`src/rtl/amu_regs.vh`:
```
`ifndef AMU_REGS_VH
`define AMU_REGS_VH
// Byte addresses on the register bus
`define AMU_ADDR_CTRL 4'h0
`define AMU_ADDR_BREV 4'h4
`define AMU_ADDR_TPAG 4'h8
`define AMU_ADDR_VPAG 4'hC
// Control and bit-reverse register fields
`define AMU_XSEL_LSB 0
`define AMU_YSEL_LSB 4
`define AMU_BSEL_LSB 8
`define AMU_YEN_BIT 14
`define AMU_XEN_BIT 15
`define AMU_BITREV_ENABLE_BIT 15
`define AMU_PTR_OFF 4'hF
// Reset values
`define AMU_CTRL_RST 16'h0FFF
`define AMU_BREV_RST 16'h0000
`define AMU_TPAG_RST 8'h00
`define AMU_VPAG_RST 8'h00
// Addressing modes from the core
`define AMU_MODE_IND 3'h0
`define AMU_MODE_POSTINC 3'h1
`define AMU_MODE_PREINC 3'h2
`define AMU_MODE_POSTDEC 3'h3
`define AMU_MODE_PREDEC 3'h4
`define AMU_MODE_REGOFF 3'h5
`define AMU_VIS_BIT 2
`endif

```
`src/rtl/amu_addr_mod.v`:
```
// Implementation choices: the Wishbone register port and the register addresses.
`timescale 1ns/100ps
// Contract
// X circular pointer select is control bits 3:0; 15 disables X read and write.
// X circular active when X select is not 15 and control bit 15 set.
// Y circular pointer select is control bits 7:4; 15 disables Y.
// Y circular active when Y select is not 15 and Y enable bit set.
// Boundary test is beyond-limit, less or greater, not just equal.
// Pointer writeback only for pre or post modify; offset mode keeps pointer.
// Bit-reversed addressing only in X write generator for data writes.
// Only the modifier is bit-reversed; pointer and result stay normal order.
// Bit-reverse needs select not 15, enable bit 15, pre/post increment mode.
// Modifier is bits 14:0, a word count scaled to byte addresses.
// Byte writes or other modes fall back to the normal address.
// Active bit-reverse adds reversed modifier, ignores offset, clears EA bit 0.
// Bit-reverse wins in X write generator; X read circular still works.
// Core avoids bit-reverse pointer read right after modifier write.
// Table address is 8-bit page above 16-bit EA, 24 bits.
// Table page bit 7 selects user (0) or configuration (1) memory.
// Window address is visibility page over EA 14:0, bit 23 zero.
// EA bit 15 unused; program bit 15 comes from page bit 0.
// Window returns low program word only, reads only.
// Window active only with core control bit 2 and EA bit 15 set.
// Start and end registers per space bound each circular buffer.
`include "amu_regs.vh"
module amu_addr_mod #(
  parameter AW = 16
) (
  mclk,
  rst,
  wb_cyc_i,
  wb_stb_i,
  wb_we_i,
  wb_adr_i,
  wb_sel_i,
  wb_dat_i,
  wb_dat_o,
  wb_ack_o,
  xmod_start,
  xmod_end,
  ymod_start,
  ymod_end,
  core_control,
  xr_valid,
  xr_ptr_sel,
  xr_ptr,
  xr_off,
  xr_mode,
  xw_valid,
  xw_ptr_sel,
  xw_ptr,
  xw_off,
  xw_mode,
  xw_byte,
  y_valid,
  y_ptr_sel,
  y_ptr,
  y_off,
  y_mode,
  tbl_valid,
  tbl_ea,
  dr_valid,
  dr_ea,
  dr_write,
  xr_ea,
  xr_wb_en,
  xr_wb_val,
  xr_out_valid,
  xw_ea,
  xw_wb_en,
  xw_wb_val,
  xw_out_valid,
  xw_brev_act,
  y_ea,
  y_wb_en,
  y_wb_val,
  y_out_valid,
  tbl_paddr,
  tbl_cfg,
  tbl_out_valid,
  win_paddr,
  win_hit,
  win_low_word,
  win_wr_err
);
  input wire mclk;
  input wire rst;
  input wire wb_cyc_i;
  input wire wb_stb_i;
  input wire wb_we_i;
  input wire [3:0] wb_adr_i;
  input wire [3:0] wb_sel_i;
  input wire [31:0] wb_dat_i;
  output reg [31:0] wb_dat_o;
  output reg wb_ack_o;
  input wire [AW-1:0] xmod_start;
  input wire [AW-1:0] xmod_end;
  input wire [AW-1:0] ymod_start;
  input wire [AW-1:0] ymod_end;
  input wire [15:0] core_control;
  input wire xr_valid;
  input wire [3:0] xr_ptr_sel;
  input wire [AW-1:0] xr_ptr;
  input wire [AW-1:0] xr_off;
  input wire [2:0] xr_mode;
  input wire xw_valid;
  input wire [3:0] xw_ptr_sel;
  input wire [AW-1:0] xw_ptr;
  input wire [AW-1:0] xw_off;
  input wire [2:0] xw_mode;
  input wire xw_byte;
  input wire y_valid;
  input wire [3:0] y_ptr_sel;
  input wire [AW-1:0] y_ptr;
  input wire [AW-1:0] y_off;
  input wire [2:0] y_mode;
  input wire tbl_valid;
  input wire [15:0] tbl_ea;
  input wire dr_valid;
  input wire [15:0] dr_ea;
  input wire dr_write;
  output reg [AW-1:0] xr_ea;
  output reg xr_wb_en;
  output reg [AW-1:0] xr_wb_val;
  output reg xr_out_valid;
  output reg [AW-1:0] xw_ea;
  output reg xw_wb_en;
  output reg [AW-1:0] xw_wb_val;
  output reg xw_out_valid;
  output reg xw_brev_act;
  output reg [AW-1:0] y_ea;
  output reg y_wb_en;
  output reg [AW-1:0] y_wb_val;
  output reg y_out_valid;
  output reg [23:0] tbl_paddr;
  output reg tbl_cfg;
  output reg tbl_out_valid;
  output reg [23:0] win_paddr;
  output reg win_hit;
  output reg win_low_word;
  output reg win_wr_err;

  reg [15:0] ctrl_q;
  reg [15:0] brev_q;
  reg [7:0] tpag_q;
  reg [7:0] vpag_q;
  reg [31:0] rdat_d;

  // EA before correction; the mode picks the add term
  function [AW-1:0] raw_ea;
    input [2:0] mode;
    input [AW-1:0] ptr;
    input [AW-1:0] off;
    begin
      case (mode)
        `AMU_MODE_PREINC, `AMU_MODE_PREDEC, `AMU_MODE_REGOFF: raw_ea = ptr + off;
        default: raw_ea = ptr;
      endcase
    end
  endfunction

  // Updated pointer value for modify modes
  function [AW-1:0] new_ptr;
    input [2:0] mode;
    input [AW-1:0] ptr;
    input [AW-1:0] off;
    begin
      new_ptr = ptr + off;
      if (mode == `AMU_MODE_IND || mode == `AMU_MODE_REGOFF) begin
        new_ptr = ptr;
      end
    end
  endfunction

  // Circular wrap; a step beyond a bound is folded back by the buffer length
  function [AW-1:0] wrap;
    input [AW-1:0] a;
    input [AW-1:0] lo;
    input [AW-1:0] hi;
    reg [AW-1:0] len;
    begin
      len = hi - lo + {{(AW-1){1'b0}}, 1'b1};
      wrap = a;
      // beyond, not equal
      if (a > hi) begin
        wrap = a - len;
      end else if (a < lo) begin
        wrap = a + len;
      end
    end
  endfunction

  // Modes that write the pointer back
  function is_mod;
    input [2:0] mode;
    begin
      is_mod = (mode == `AMU_MODE_POSTINC) || (mode == `AMU_MODE_PREINC) ||
               (mode == `AMU_MODE_POSTDEC) || (mode == `AMU_MODE_PREDEC);
    end
  endfunction

  // Bit mirror; the reverse-carry add needs it on both sides
  function [AW-1:0] rev_bits;
    input [AW-1:0] v;
    integer i;
    begin
      for (i = 0; i < AW; i = i + 1) begin
        rev_bits[i] = v[AW-1-i];
      end
    end
  endfunction

  // Register file, Wishbone classic, one wait state then ack
  // Ack in flight masks the held request, so one strobe is taken once
  wire wb_req = wb_cyc_i & wb_stb_i & ~wb_ack_o;
  always @(posedge mclk) begin
    if (rst) begin
      ctrl_q <= `AMU_CTRL_RST;
      brev_q <= `AMU_BREV_RST;
      tpag_q <= `AMU_TPAG_RST;
      vpag_q <= `AMU_VPAG_RST;
      wb_ack_o <= 1'b0;
      wb_dat_o <= 32'h00000000;
    end else begin
      wb_ack_o <= wb_req;
      wb_dat_o <= wb_req ? rdat_d : 32'h00000000;
      if (wb_req && wb_we_i) begin
        case (wb_adr_i)
          `AMU_ADDR_CTRL: begin
            if (wb_sel_i[0]) begin
              ctrl_q[7:0] <= wb_dat_i[7:0];
            end
            if (wb_sel_i[1]) begin
              ctrl_q[15:8] <= wb_dat_i[15:8];
            end
          end
          `AMU_ADDR_BREV: begin
            if (wb_sel_i[0]) begin
              brev_q[7:0] <= wb_dat_i[7:0];
            end
            if (wb_sel_i[1]) begin
              brev_q[15:8] <= wb_dat_i[15:8];
            end
          end
          `AMU_ADDR_TPAG: begin
            if (wb_sel_i[0]) begin
              tpag_q <= wb_dat_i[7:0];
            end
          end
          `AMU_ADDR_VPAG: begin
            if (wb_sel_i[0]) begin
              vpag_q <= wb_dat_i[7:0];
            end
          end
          default: begin
          end
        endcase
      end
    end
  end

  // Unmapped addresses read zero and writes are dropped
  always @* begin
    case (wb_adr_i)
      `AMU_ADDR_CTRL: rdat_d = {16'h0000, ctrl_q};
      `AMU_ADDR_BREV: rdat_d = {16'h0000, brev_q};
      `AMU_ADDR_TPAG: rdat_d = {24'h000000, tpag_q};
      `AMU_ADDR_VPAG: rdat_d = {24'h000000, vpag_q};
      default: rdat_d = 32'h00000000;
    endcase
  end

  // X select field
  wire [3:0] xsel = ctrl_q[`AMU_XSEL_LSB+3:`AMU_XSEL_LSB];
  // Y select field
  wire [3:0] ysel = ctrl_q[`AMU_YSEL_LSB+3:`AMU_YSEL_LSB];
  wire [3:0] bsel = ctrl_q[`AMU_BSEL_LSB+3:`AMU_BSEL_LSB];
  // X circular enable
  wire xmod_on = (xsel != `AMU_PTR_OFF) & ctrl_q[`AMU_XEN_BIT];
  // Y circular enable
  wire ymod_on = (ysel != `AMU_PTR_OFF) & ctrl_q[`AMU_YEN_BIT];
  // bit-reverse enable
  wire brev_on = (bsel != `AMU_PTR_OFF) & brev_q[`AMU_BITREV_ENABLE_BIT];
  // increment modes only
  wire xw_inc = (xw_mode == `AMU_MODE_PREINC) | (xw_mode == `AMU_MODE_POSTINC);
  // write generator only, word writes with increment modes
  wire xw_brev = brev_on & xw_inc & ~xw_byte & (xw_ptr_sel == bsel);
  // word count scaled to byte address
  wire [AW-1:0] pivot = {brev_q[AW-2:0], 1'b0};
  // reverse-carry add: only the modifier sense is reversed
  wire [AW-1:0] brev_sum = rev_bits(rev_bits(xw_ptr) + rev_bits(pivot));

  wire [AW-1:0] xr_raw = raw_ea(xr_mode, xr_ptr, xr_off);
  wire [AW-1:0] xr_np = new_ptr(xr_mode, xr_ptr, xr_off);
  // read side unaffected by bit-reverse
  wire xr_c = xmod_on & (xr_ptr_sel == xsel);

  wire [AW-1:0] xw_raw = raw_ea(xw_mode, xw_ptr, xw_off);
  wire [AW-1:0] xw_np = new_ptr(xw_mode, xw_ptr, xw_off);
  // bit-reverse disables circular on the write side
  wire xw_c = xmod_on & (xw_ptr_sel == xsel) & ~xw_brev;

  wire [AW-1:0] y_raw = raw_ea(y_mode, y_ptr, y_off);
  wire [AW-1:0] y_np = new_ptr(y_mode, y_ptr, y_off);
  wire y_c = ymod_on & (y_ptr_sel == ysel);
  // Y buffer bounds
  wire [AW-1:0] y_eac = wrap(y_raw, ymod_start, ymod_end);

  // window condition
  wire win_d = core_control[`AMU_VIS_BIT] & dr_ea[15] & dr_valid;

  always @(posedge mclk) begin
    if (rst) begin
      xr_ea <= {AW{1'b0}};
      xr_wb_en <= 1'b0;
      xr_wb_val <= {AW{1'b0}};
      xr_out_valid <= 1'b0;
      xw_ea <= {AW{1'b0}};
      xw_wb_en <= 1'b0;
      xw_wb_val <= {AW{1'b0}};
      xw_out_valid <= 1'b0;
      xw_brev_act <= 1'b0;
      y_ea <= {AW{1'b0}};
      y_wb_en <= 1'b0;
      y_wb_val <= {AW{1'b0}};
      y_out_valid <= 1'b0;
      tbl_paddr <= 24'h000000;
      tbl_cfg <= 1'b0;
      tbl_out_valid <= 1'b0;
      win_paddr <= 24'h000000;
      win_hit <= 1'b0;
      win_low_word <= 1'b0;
      win_wr_err <= 1'b0;
    end else begin
      // read side keeps circular correction under bit-reverse
      xr_out_valid <= xr_valid;
      xr_ea <= xr_c ? wrap(xr_raw, xmod_start, xmod_end) : xr_raw;
      // writeback only for modify modes
      xr_wb_en <= xr_valid & is_mod(xr_mode);
      xr_wb_val <= xr_c ? wrap(xr_np, xmod_start, xmod_end) : xr_np;
      xw_out_valid <= xw_valid;
      xw_brev_act <= xw_valid & xw_brev;
      if (xw_brev) begin
        // offset ignored, bit 0 cleared
        xw_ea <= {xw_ptr[AW-1:1], 1'b0};
        xw_wb_val <= {brev_sum[AW-1:1], 1'b0};
        // pre-increment addresses through the new pointer
        if (xw_mode == `AMU_MODE_PREINC) begin
          xw_ea <= {brev_sum[AW-1:1], 1'b0};
        end
      end else begin
        // normal address when bit-reverse does not apply
        xw_ea <= xw_c ? wrap(xw_raw, xmod_start, xmod_end) : xw_raw;
        xw_wb_val <= xw_c ? wrap(xw_np, xmod_start, xmod_end) : xw_np;
      end
      // write side pointer writeback
      xw_wb_en <= xw_valid & is_mod(xw_mode);
      y_out_valid <= y_valid;
      // Y space data is word sized, so EA bit 0 stays clear under correction
      y_ea <= y_c ? {y_eac[AW-1:1], 1'b0} : y_raw;
      // Y writeback
      y_wb_en <= y_valid & is_mod(y_mode);
      y_wb_val <= y_c ? wrap(y_np, ymod_start, ymod_end) : y_np;
      // table address
      tbl_out_valid <= tbl_valid;
      tbl_paddr <= {tpag_q, tbl_ea};
      // configuration space select
      tbl_cfg <= tpag_q[7];
      // window address, bit 23 zero
      win_paddr <= {1'b0, vpag_q, dr_ea[14:0]};
      // read-only low word; a write into the window is flagged, not passed
      win_hit <= win_d & ~dr_write;
      win_low_word <= win_d & ~dr_write;
      win_wr_err <= win_d & dr_write;
    end
  end
endmodule // amu_addr_mod

```
`config.mk`:
```
export PLATFORM = sky130hd
export DESIGN_NAME = amu_addr_mod
export DESIGN_NICKNAME = d
export VERILOG_FILES = /design/src/rtl/amu_addr_mod.v
export VERILOG_INCLUDE_DIRS = /design/src /design/src/rtl
export SDC_FILE = /design/constraint.sdc
export NUM_CORES = 1
export LEC_CHECK = 0
export BUFFER_PORTS_ARGS = -buffer_cell sky130_fd_sc_hd__buf_2
export CAP_MARGIN = 5
export CORE_UTILIZATION = 59
export DETAILED_ROUTE_END_ITERATION = 12
export HOLD_SLACK_MARGIN = 0.15
export PLACE_DENSITY_LB_ADDON = 0.08
export SLEW_MARGIN = 40
export SYNTH_ARGS = -nofsm -noshare
export SYNTH_HDL_FRONTEND = slang
export SYNTH_SLANG_ARGS = --single-unit
```
`constraint.sdc`:
```
create_clock -name mclk -period 6.1 [get_ports mclk]
set_input_delay 0.915 -clock mclk [delete_from_list [all_inputs] [get_ports mclk]]
set_output_delay 0.915 -clock mclk [all_outputs]
set_load 0.02 [all_outputs]
```
### After elaboration in Yosys (flattened, before gate mapping)

Index checks and enable logic that the tools add are counted.

| cells by class | value |
|---|---|
| multiplexer cells | 28 |
| reductions and logical operators | 29 |
| $add $sub $neg | 20 |
| eq/ne operators | 25 |
| magnitude comparators | 12 |
| multipliers | 0 |
| div/mod/pow operators | 0 |
| shifts and indexed selects | 0 |
| bitwise logic cells | 26 |

Operators with widths:

| cell | count |
|---|---|
| 16-bit two-way mux | 27 |
| 16-bit adder | 9 |
| 16-bit subtractor | 8 |
| 16-bit greater-than comparator | 6 |
| 16-bit less-than comparator | 6 |
| 16-bit one-hot mux with 4 select lines | 1 |
| 16-bit by 1-bit adder with 16-bit output, second input constant | 2 |
| 1-bit bitwise AND | 20 |
| 3-bit by 2-bit equality test with 1-bit output, second input constant | 6 |
| 3-bit equality test, second input constant | 6 |
| 3-bit AND reduction | 6 |
| 4-bit equality test | 4 |
| 15-bit adder | 1 |
| 1-bit logical OR | 12 |
| 4-bit != test, second input constant | 3 |
| 3-bit by 1-bit equality test with 1-bit output, second input constant | 3 |
| 3-bit zero test | 3 |
| 3-bit OR reduction | 3 |
| 4-bit equality test, second input constant | 2 |
| 2-bit OR reduction | 3 |
| 1-bit inverter | 5 |
| 4-bit by 3-bit equality test with 1-bit output, second input constant | 1 |
| 4-bit zero test | 1 |
| 1-bit logical AND | 1 |
| 1-bit OR | 1 |

| storage, ports and cells | value |
|---|---|
| bits in latches | 0 |
| RAM bits | 0 |
| memories | 0 |
| input bits | 281 |
| bits in read-only memories | 0 |
| register bits | 236 |
| logic and storage cells | 170 |

### Logic depth before layout (Yosys ltp)

| depth | value |
|---|---|
| depth after elaboration | 9 |
| gate-level depth with buffers | 26 |
| mapped depth without buffers | 25 |

### Worst setup path before layout

No wires, ideal clock.

| timing | value |
|---|---|
| path type | input to register |
| start | input port xr_ptr[0] |
| end | register xr_wb_val[14] |
| data arrival time | 5.517 ns |
| setup time | 0.074 ns |
| cell stages on the path | 22 |
| data required time | 6.026 ns |
| path slack | 0.508 ns |
| path buffers | 2 |
| cell sequence | ha_1 fa_1 a21o_1 a21oi_1 o21bai_1 a21oi_1 o21ai_0 a211oi_1 o21ai_0 nand2_1 mux2_2 or2_2 ha_1 nand4_1 nor4_1 a21o_1 and2_0 clkbuf_1 clkbuf_1 o2111ai_1 a211o_1 a31oi_1 |

| between the ends | value |
|---|---|
| longest elaborated chain between the ends | 6 |
| elaborated cells on any way between the ends | 9 |
| those cells by class | 3 x add/sub; 2 x order compare; 4 x mux |

RTL lines:

| element | RTL line | source |
|---|---|---|
| start: declaration | amu_addr_mod.v:103 | `input wire [AW-1:0] xr_ptr;` |
| 16-bit adder | amu_addr_mod.v:168 | `new_ptr = ptr + off;` |
| 16-bit two-way mux * | amu_addr_mod.v:169 | `` if (mode == `AMU_MODE_IND \|\| mode == `AMU_MODE_REGOFF) begin `` |
| 16-bit adder / 16-bit less-than comparator (equally long branches) | amu_addr_mod.v:188, amu_addr_mod.v:187 |  |
| 16-bit two-way mux | amu_addr_mod.v:187 | `end else if (a < lo) begin` |
| 16-bit two-way mux | amu_addr_mod.v:185 | `if (a > hi) begin` |
| 16-bit two-way mux * | amu_addr_mod.v:340 | `xr_wb_val <= xr_c ? wrap(xr_np, xmod_start, xmod_end) : xr_np;` |
| end signal: assignment | amu_addr_mod.v:316 | `xr_wb_val <= {AW{1'b0}};` |
| end signal: assignment | amu_addr_mod.v:340 |  |
| end: declaration | amu_addr_mod.v:124 | `output reg [AW-1:0] xr_wb_val;` |

Mark *: on every way between the ends. The rest lies on a longest branch, timed or not.
A chain may end at the register's enable or synchronous reset.

### Final worst setup path

| timing | value |
|---|---|
| start | input port xr_ptr[0] |
| end | register xr_ea[8] |

| between the ends | value |
|---|---|
| longest elaborated chain between the ends | 6 |
| elaborated cells on any way between the ends | 9 |
| those cells by class | 3 x add/sub; 2 x order compare; 4 x mux |

RTL lines:

| element | RTL line | source |
|---|---|---|
| 16-bit adder | amu_addr_mod.v:156 | `` `AMU_MODE_PREINC, `AMU_MODE_PREDEC, `AMU_MODE_REGOFF: raw_ea = ptr + off; `` |
| 16-bit two-way mux * | amu_addr_mod.v:155 | `case (mode)` |
| 16-bit adder / 16-bit less-than comparator (equally long branches) | amu_addr_mod.v:188, amu_addr_mod.v:187 |  |
| 16-bit two-way mux | amu_addr_mod.v:187 |  |
| 16-bit two-way mux | amu_addr_mod.v:185 |  |
| 16-bit two-way mux * | amu_addr_mod.v:337 | `xr_ea <= xr_c ? wrap(xr_raw, xmod_start, xmod_end) : xr_raw;` |
| end signal: assignment | amu_addr_mod.v:314 | `xr_ea <= {AW{1'b0}};` |
| end signal: assignment | amu_addr_mod.v:337 |  |
| end: declaration | amu_addr_mod.v:122 | `output reg [AW-1:0] xr_ea;` |

Marks and branches as above.

==> out/metrics.cfg <==
[status]
run_status = finished clean

[cells_and_area]
layoutNonFillerInstCount = 4448
layout_top_registers = tbl_paddr (24), win_paddr (23)
largest_reg_flops = 24
layout.nets = 4609
syn2layout_area_growth_pct = 16.59
drive_gt1_share_pct = 19.80
largest_register = tbl_paddr

[yosys]
ys_seq_elements = 218
postSynthAreaPerCell_sq_um = 7.993
yosys.cell_types.count = 102
post_synth_instance_area_sq_um = 26690
yosysSeqAreaShare_pct = 16.35
synth_warnings = 0
synth_edf_count = 0
synth_ff_type = dfxtp_1
ys_async_sr_fraction_pct = 0
synthesis.instances = 3339

[floorplan]
initial_core_util_pct = 60.09
die_width_um = 214.7
die-area_sq_um = 46090
top_level_ports = 470
placeableCoreArea_sq_um = 44410
floorplan.die.height_um = 214.7
floorplan.rows = 77

[place]
dp_hpwl_um = 78830
buffer_ports.inserted = 419
gp_congestion = 1.017
dp_cells = 4399

[setup_path]
crit_end = xr_ea[8]$_SDFF_PP0_
timing.setup.critical_path_class = input pin to register
cp_common_cell = o21ai_0
critPathCaptureType = register
ff2ff_setup_slack_ns = 2.63
path_max_fanout = 11
slowest_stage = o31ai_1
critical_path_max_stage_delay_ns = 0.45
ff2ff_path_depth = 14
timing.critical_path.from_type = input pin
worstReg2RegStart = brev_q[14]$_SDFFE_PP0P_
worstPathRequired_ns = 6.60
r2r-end = xw_wb_val[1]$_SDFF_PP0_
timing.critical_path.arrival_ns = 6.31
critPathLaunch = xr_ptr[0]
crit_path_cell_trace = buf_2 > ha_1 > fa_1 > a21o_1 > a21oi_1 > o21bai_1 > a21oi_1 > o21ai_0 > a211oi_1 > o21ai_0 > a31oi_1 > xor2_1 > o21ai_0 > ha_1 > a21o_1 > a21oi_1 > o21ai_0 > o31ai_1 > buf_4 > nand2_1 > nand2_1 > a22oi_1 > nor2_1

[worst_hold_path]
hold_class = register to register

[clock_tree]
clk_pin_slew_ns = 0.06
post-cts-setup-buffer-count = 0
cts_hold_repair.buffers = 0
cts.htree.levels = 1
ctsResizeCount = 0
cts.sink_count = 218
clock_tree.buffer_depth = 3
insertion_delay_ns = 0.59
clock-root-buffer = clkbuf_16
cts_buffers = 25
tritoncts = done

[timing]
clock_skew_ns = 0.01560
hold_ws_ns = 0.4660
tightestPinTransition_ns = 0.9055
post-route-period-util_pct = 95.30
timing.final.hold_violations = 0
relSlewSlack_pct = 39.64
drv_slew = 0
finalWorstPathRequiredPeriod_ns = 5.813
rsz0062_at_grt = no
setup_viol = 0
max_clock_freq_mhz = 172.0
totalNegativeSetupSlack_ns = 0

[global_route]
grt.total_usage_pct = 40.72
grt_pass1_vias = 28132
initial_antenna_violation_count = 5
pin_count_of_the_biggest_net_entering_global_routing = 77
global_route_congestion_overflow_total = 0
global_route_wire_length_before_repair_um = 151100

[detailed_routing]
drtIter0Drc = 2989
dr_total_vias = 29127
drt-vias-per-instance = 6.548
drt.antenna.violating_nets = 0
post-route-drc-count = 0
routed_wire_length_per_instance_um = 22.22
firstDrtPassIters = 6
finalWirelength_um = 98850

[pwr]
clock_power_share_pct = 16.2
power_per_cell_area_nw_per_um2 = 303.2
comb_power_share_pct = 67.4
p_sw_mw = 4.557
leakage_power_nw = 15.30
power.share.switching_pct = 48.30
pwr-share-seq_pct = 16.4
cellInternalPower_mw = 4.877
worst_ir_drop_vdd_v = 0.0002294

[run]
maxCapViolCount = 0

==> stage by stage <==
stage                     power [mW]  util (%)  setup WS, ns  instance area (sq um)
final                          9.434     70.06        0.2870                  31120
after global routing           9.993     70.06     0.0005440                  31120
after CTS                      9.235     70.04        0.4189                  31110
after detailed placement       7.699     68.23       -0.1438                  30300
after global placement         7.516     68.23       0.07361                  30300
after floorplan                5.881         -        0.5084                  26750
==> layout make-up <==
type                            instances  area, sq um
Timing Repair Buffer                  583         3406
Clock buffer                           30        674.4
Sequential cell                       218         4364
Inverter                              242        908.4
Multi-Input combinational cell       2764        20890
Antenna cell                            3        7.507
Fill cell                            3504        13300
Tap cell                              592        740.7
Clock inverter                         16        131.4
==> how the worst min path moves through the flow <==
stage / to / from / cells after the start / slack, ns
2_1_floorplan: brev_q[1]$_SDFFE_PP0P_ / brev_q[1]$_SDFFE_PP0P_ / 2 / 0.45
3_5_place_dp: wb_ack_o$_SDFF_PP0_ / wb_ack_o$_SDFF_PP0_ / 1 / 0.46
4_1_cts: wb_ack_o$_SDFF_PP0_ / wb_ack_o$_SDFF_PP0_ / 1 / 0.47
6_report: wb_ack_o$_SDFF_PP0_ / wb_ack_o$_SDFF_PP0_ / 1 / 0.47
3_3_place_gp: wb_ack_o$_SDFF_PP0_ / wb_ack_o$_SDFF_PP0_ / 1 / 0.44
5_1_grt: wb_ack_o$_SDFF_PP0_ / wb_ack_o$_SDFF_PP0_ / 1 / 0.48
==> layer usage <==
metal / track usage (%) / vias up / part of all wire, %
li1: - / 13397 / -
met3: 6.128 / 434 / 8.9
met5: 0 / - / 0.010
met1: 48.76 / 13507 / 38
met4: 25.12 / 2 / 6.8
met2: 68.43 / 1787 / 46
==> logic make-up after synthesis <==
kind of cell	count (synthesis)	synth area share, %
DFF	218	16.35
adders and majority gates	495	23.70
other	1	0.01405
xor gates and xnor gates	130	4.346
AOI/OAI and AO/OA	1085	28.13
and+or+nand+nor	921	17.05
muxes	116	4.660
buffers and inverters	373	5.743
==> critical path: cells and delay by family <==
kind / cells / cell delay (ns)
xor gates and xnor gates: 1 / 0.11
buffers and inverters: 2 / 0.36
and+or+nand+nor: 3 / 0.65
AOI/OAI and AO/OA: 14 / 3.31
adders and majority gates: 3 / 0.98
==> synth_stat cells, types with 46 or more instances <==
library cell / n / area [sq um]
nor2b_1: 83 / 519.3
xor2_1: 46 / 402.9
dfxtp_1: 218 / 4364
nor3_1: 65 / 325.3
o21ai_0: 178 / 890.9
inv_1: 239 / 897.1
nand2_1: 200 / 750.7
xnor2_1: 82 / 718.2
a21o_1: 94 / 705.7
a21oi_1: 249 / 1246
o21bai_1: 51 / 382.9
mux2i_1: 50 / 500.5
nor2_1: 255 / 957.2
ha_1: 476 / 5956
mux2_2: 66 / 743.2
clkbuf_1: 90 / 337.8
nand3_1: 87 / 435.4
==> power by group through the flow <==
stage | Sequential, mW | Combinational (mW) | Clock [mW]
after floorplan | 1.68 | 4.20 | 0
after global placement | 1.58 | 5.94 | 0
after detailed placement | 1.58 | 6.12 | 0
after CTS | 1.55 | 6.17 | 1.52
after global routing | 1.56 | 6.86 | 1.57
final | 1.55 | 6.36 | 1.52
==> placed cells by master, fill, tap and decap left out, types with 19 or more instances in the layout <==
| cell | netlist | layout |
|---|---|---|
| a211oi_1 | 41 | 41 |
| a21o_1 | 94 | 94 |
| a21oi_1 | 249 | 248 |
| a221o_1 | 36 | 36 |
| a221oi_1 | 28 | 28 |
| a22oi_1 | 24 | 24 |
| a31oi_1 | 36 | 36 |
| a32oi_1 | 19 | 19 |
| and2_1 | 21 | 21 |
| and3_1 | 23 | 23 |
| buf_2 | 10 | 418 |
| buf_4 | 22 | 159 |
| clkbuf_16 | 0 | 25 |
| dfxtp_1 | 218 | 218 |
| ha_1 | 476 | 476 |
| inv_1 | 239 | 238 |
| mux2_2 | 66 | 66 |
| mux2i_1 | 50 | 49 |
| nand2_1 | 200 | 200 |
| nand2b_1 | 40 | 40 |
| nand3_1 | 87 | 87 |
| nand4_1 | 43 | 43 |
| nor2_1 | 255 | 254 |
| nor2b_1 | 83 | 83 |
| nor3_1 | 65 | 63 |
| o211ai_1 | 33 | 33 |
| o21a_1 | 33 | 33 |
| o21ai_0 | 178 | 177 |
| o21bai_1 | 51 | 51 |
| o221ai_1 | 39 | 39 |
| o22ai_1 | 24 | 24 |
| o31ai_1 | 21 | 21 |
| or3_1 | 23 | 23 |
| xnor2_1 | 82 | 82 |
| xor2_1 | 46 | 46 |
No activity file was read; power rests on OpenSTA's default activity.
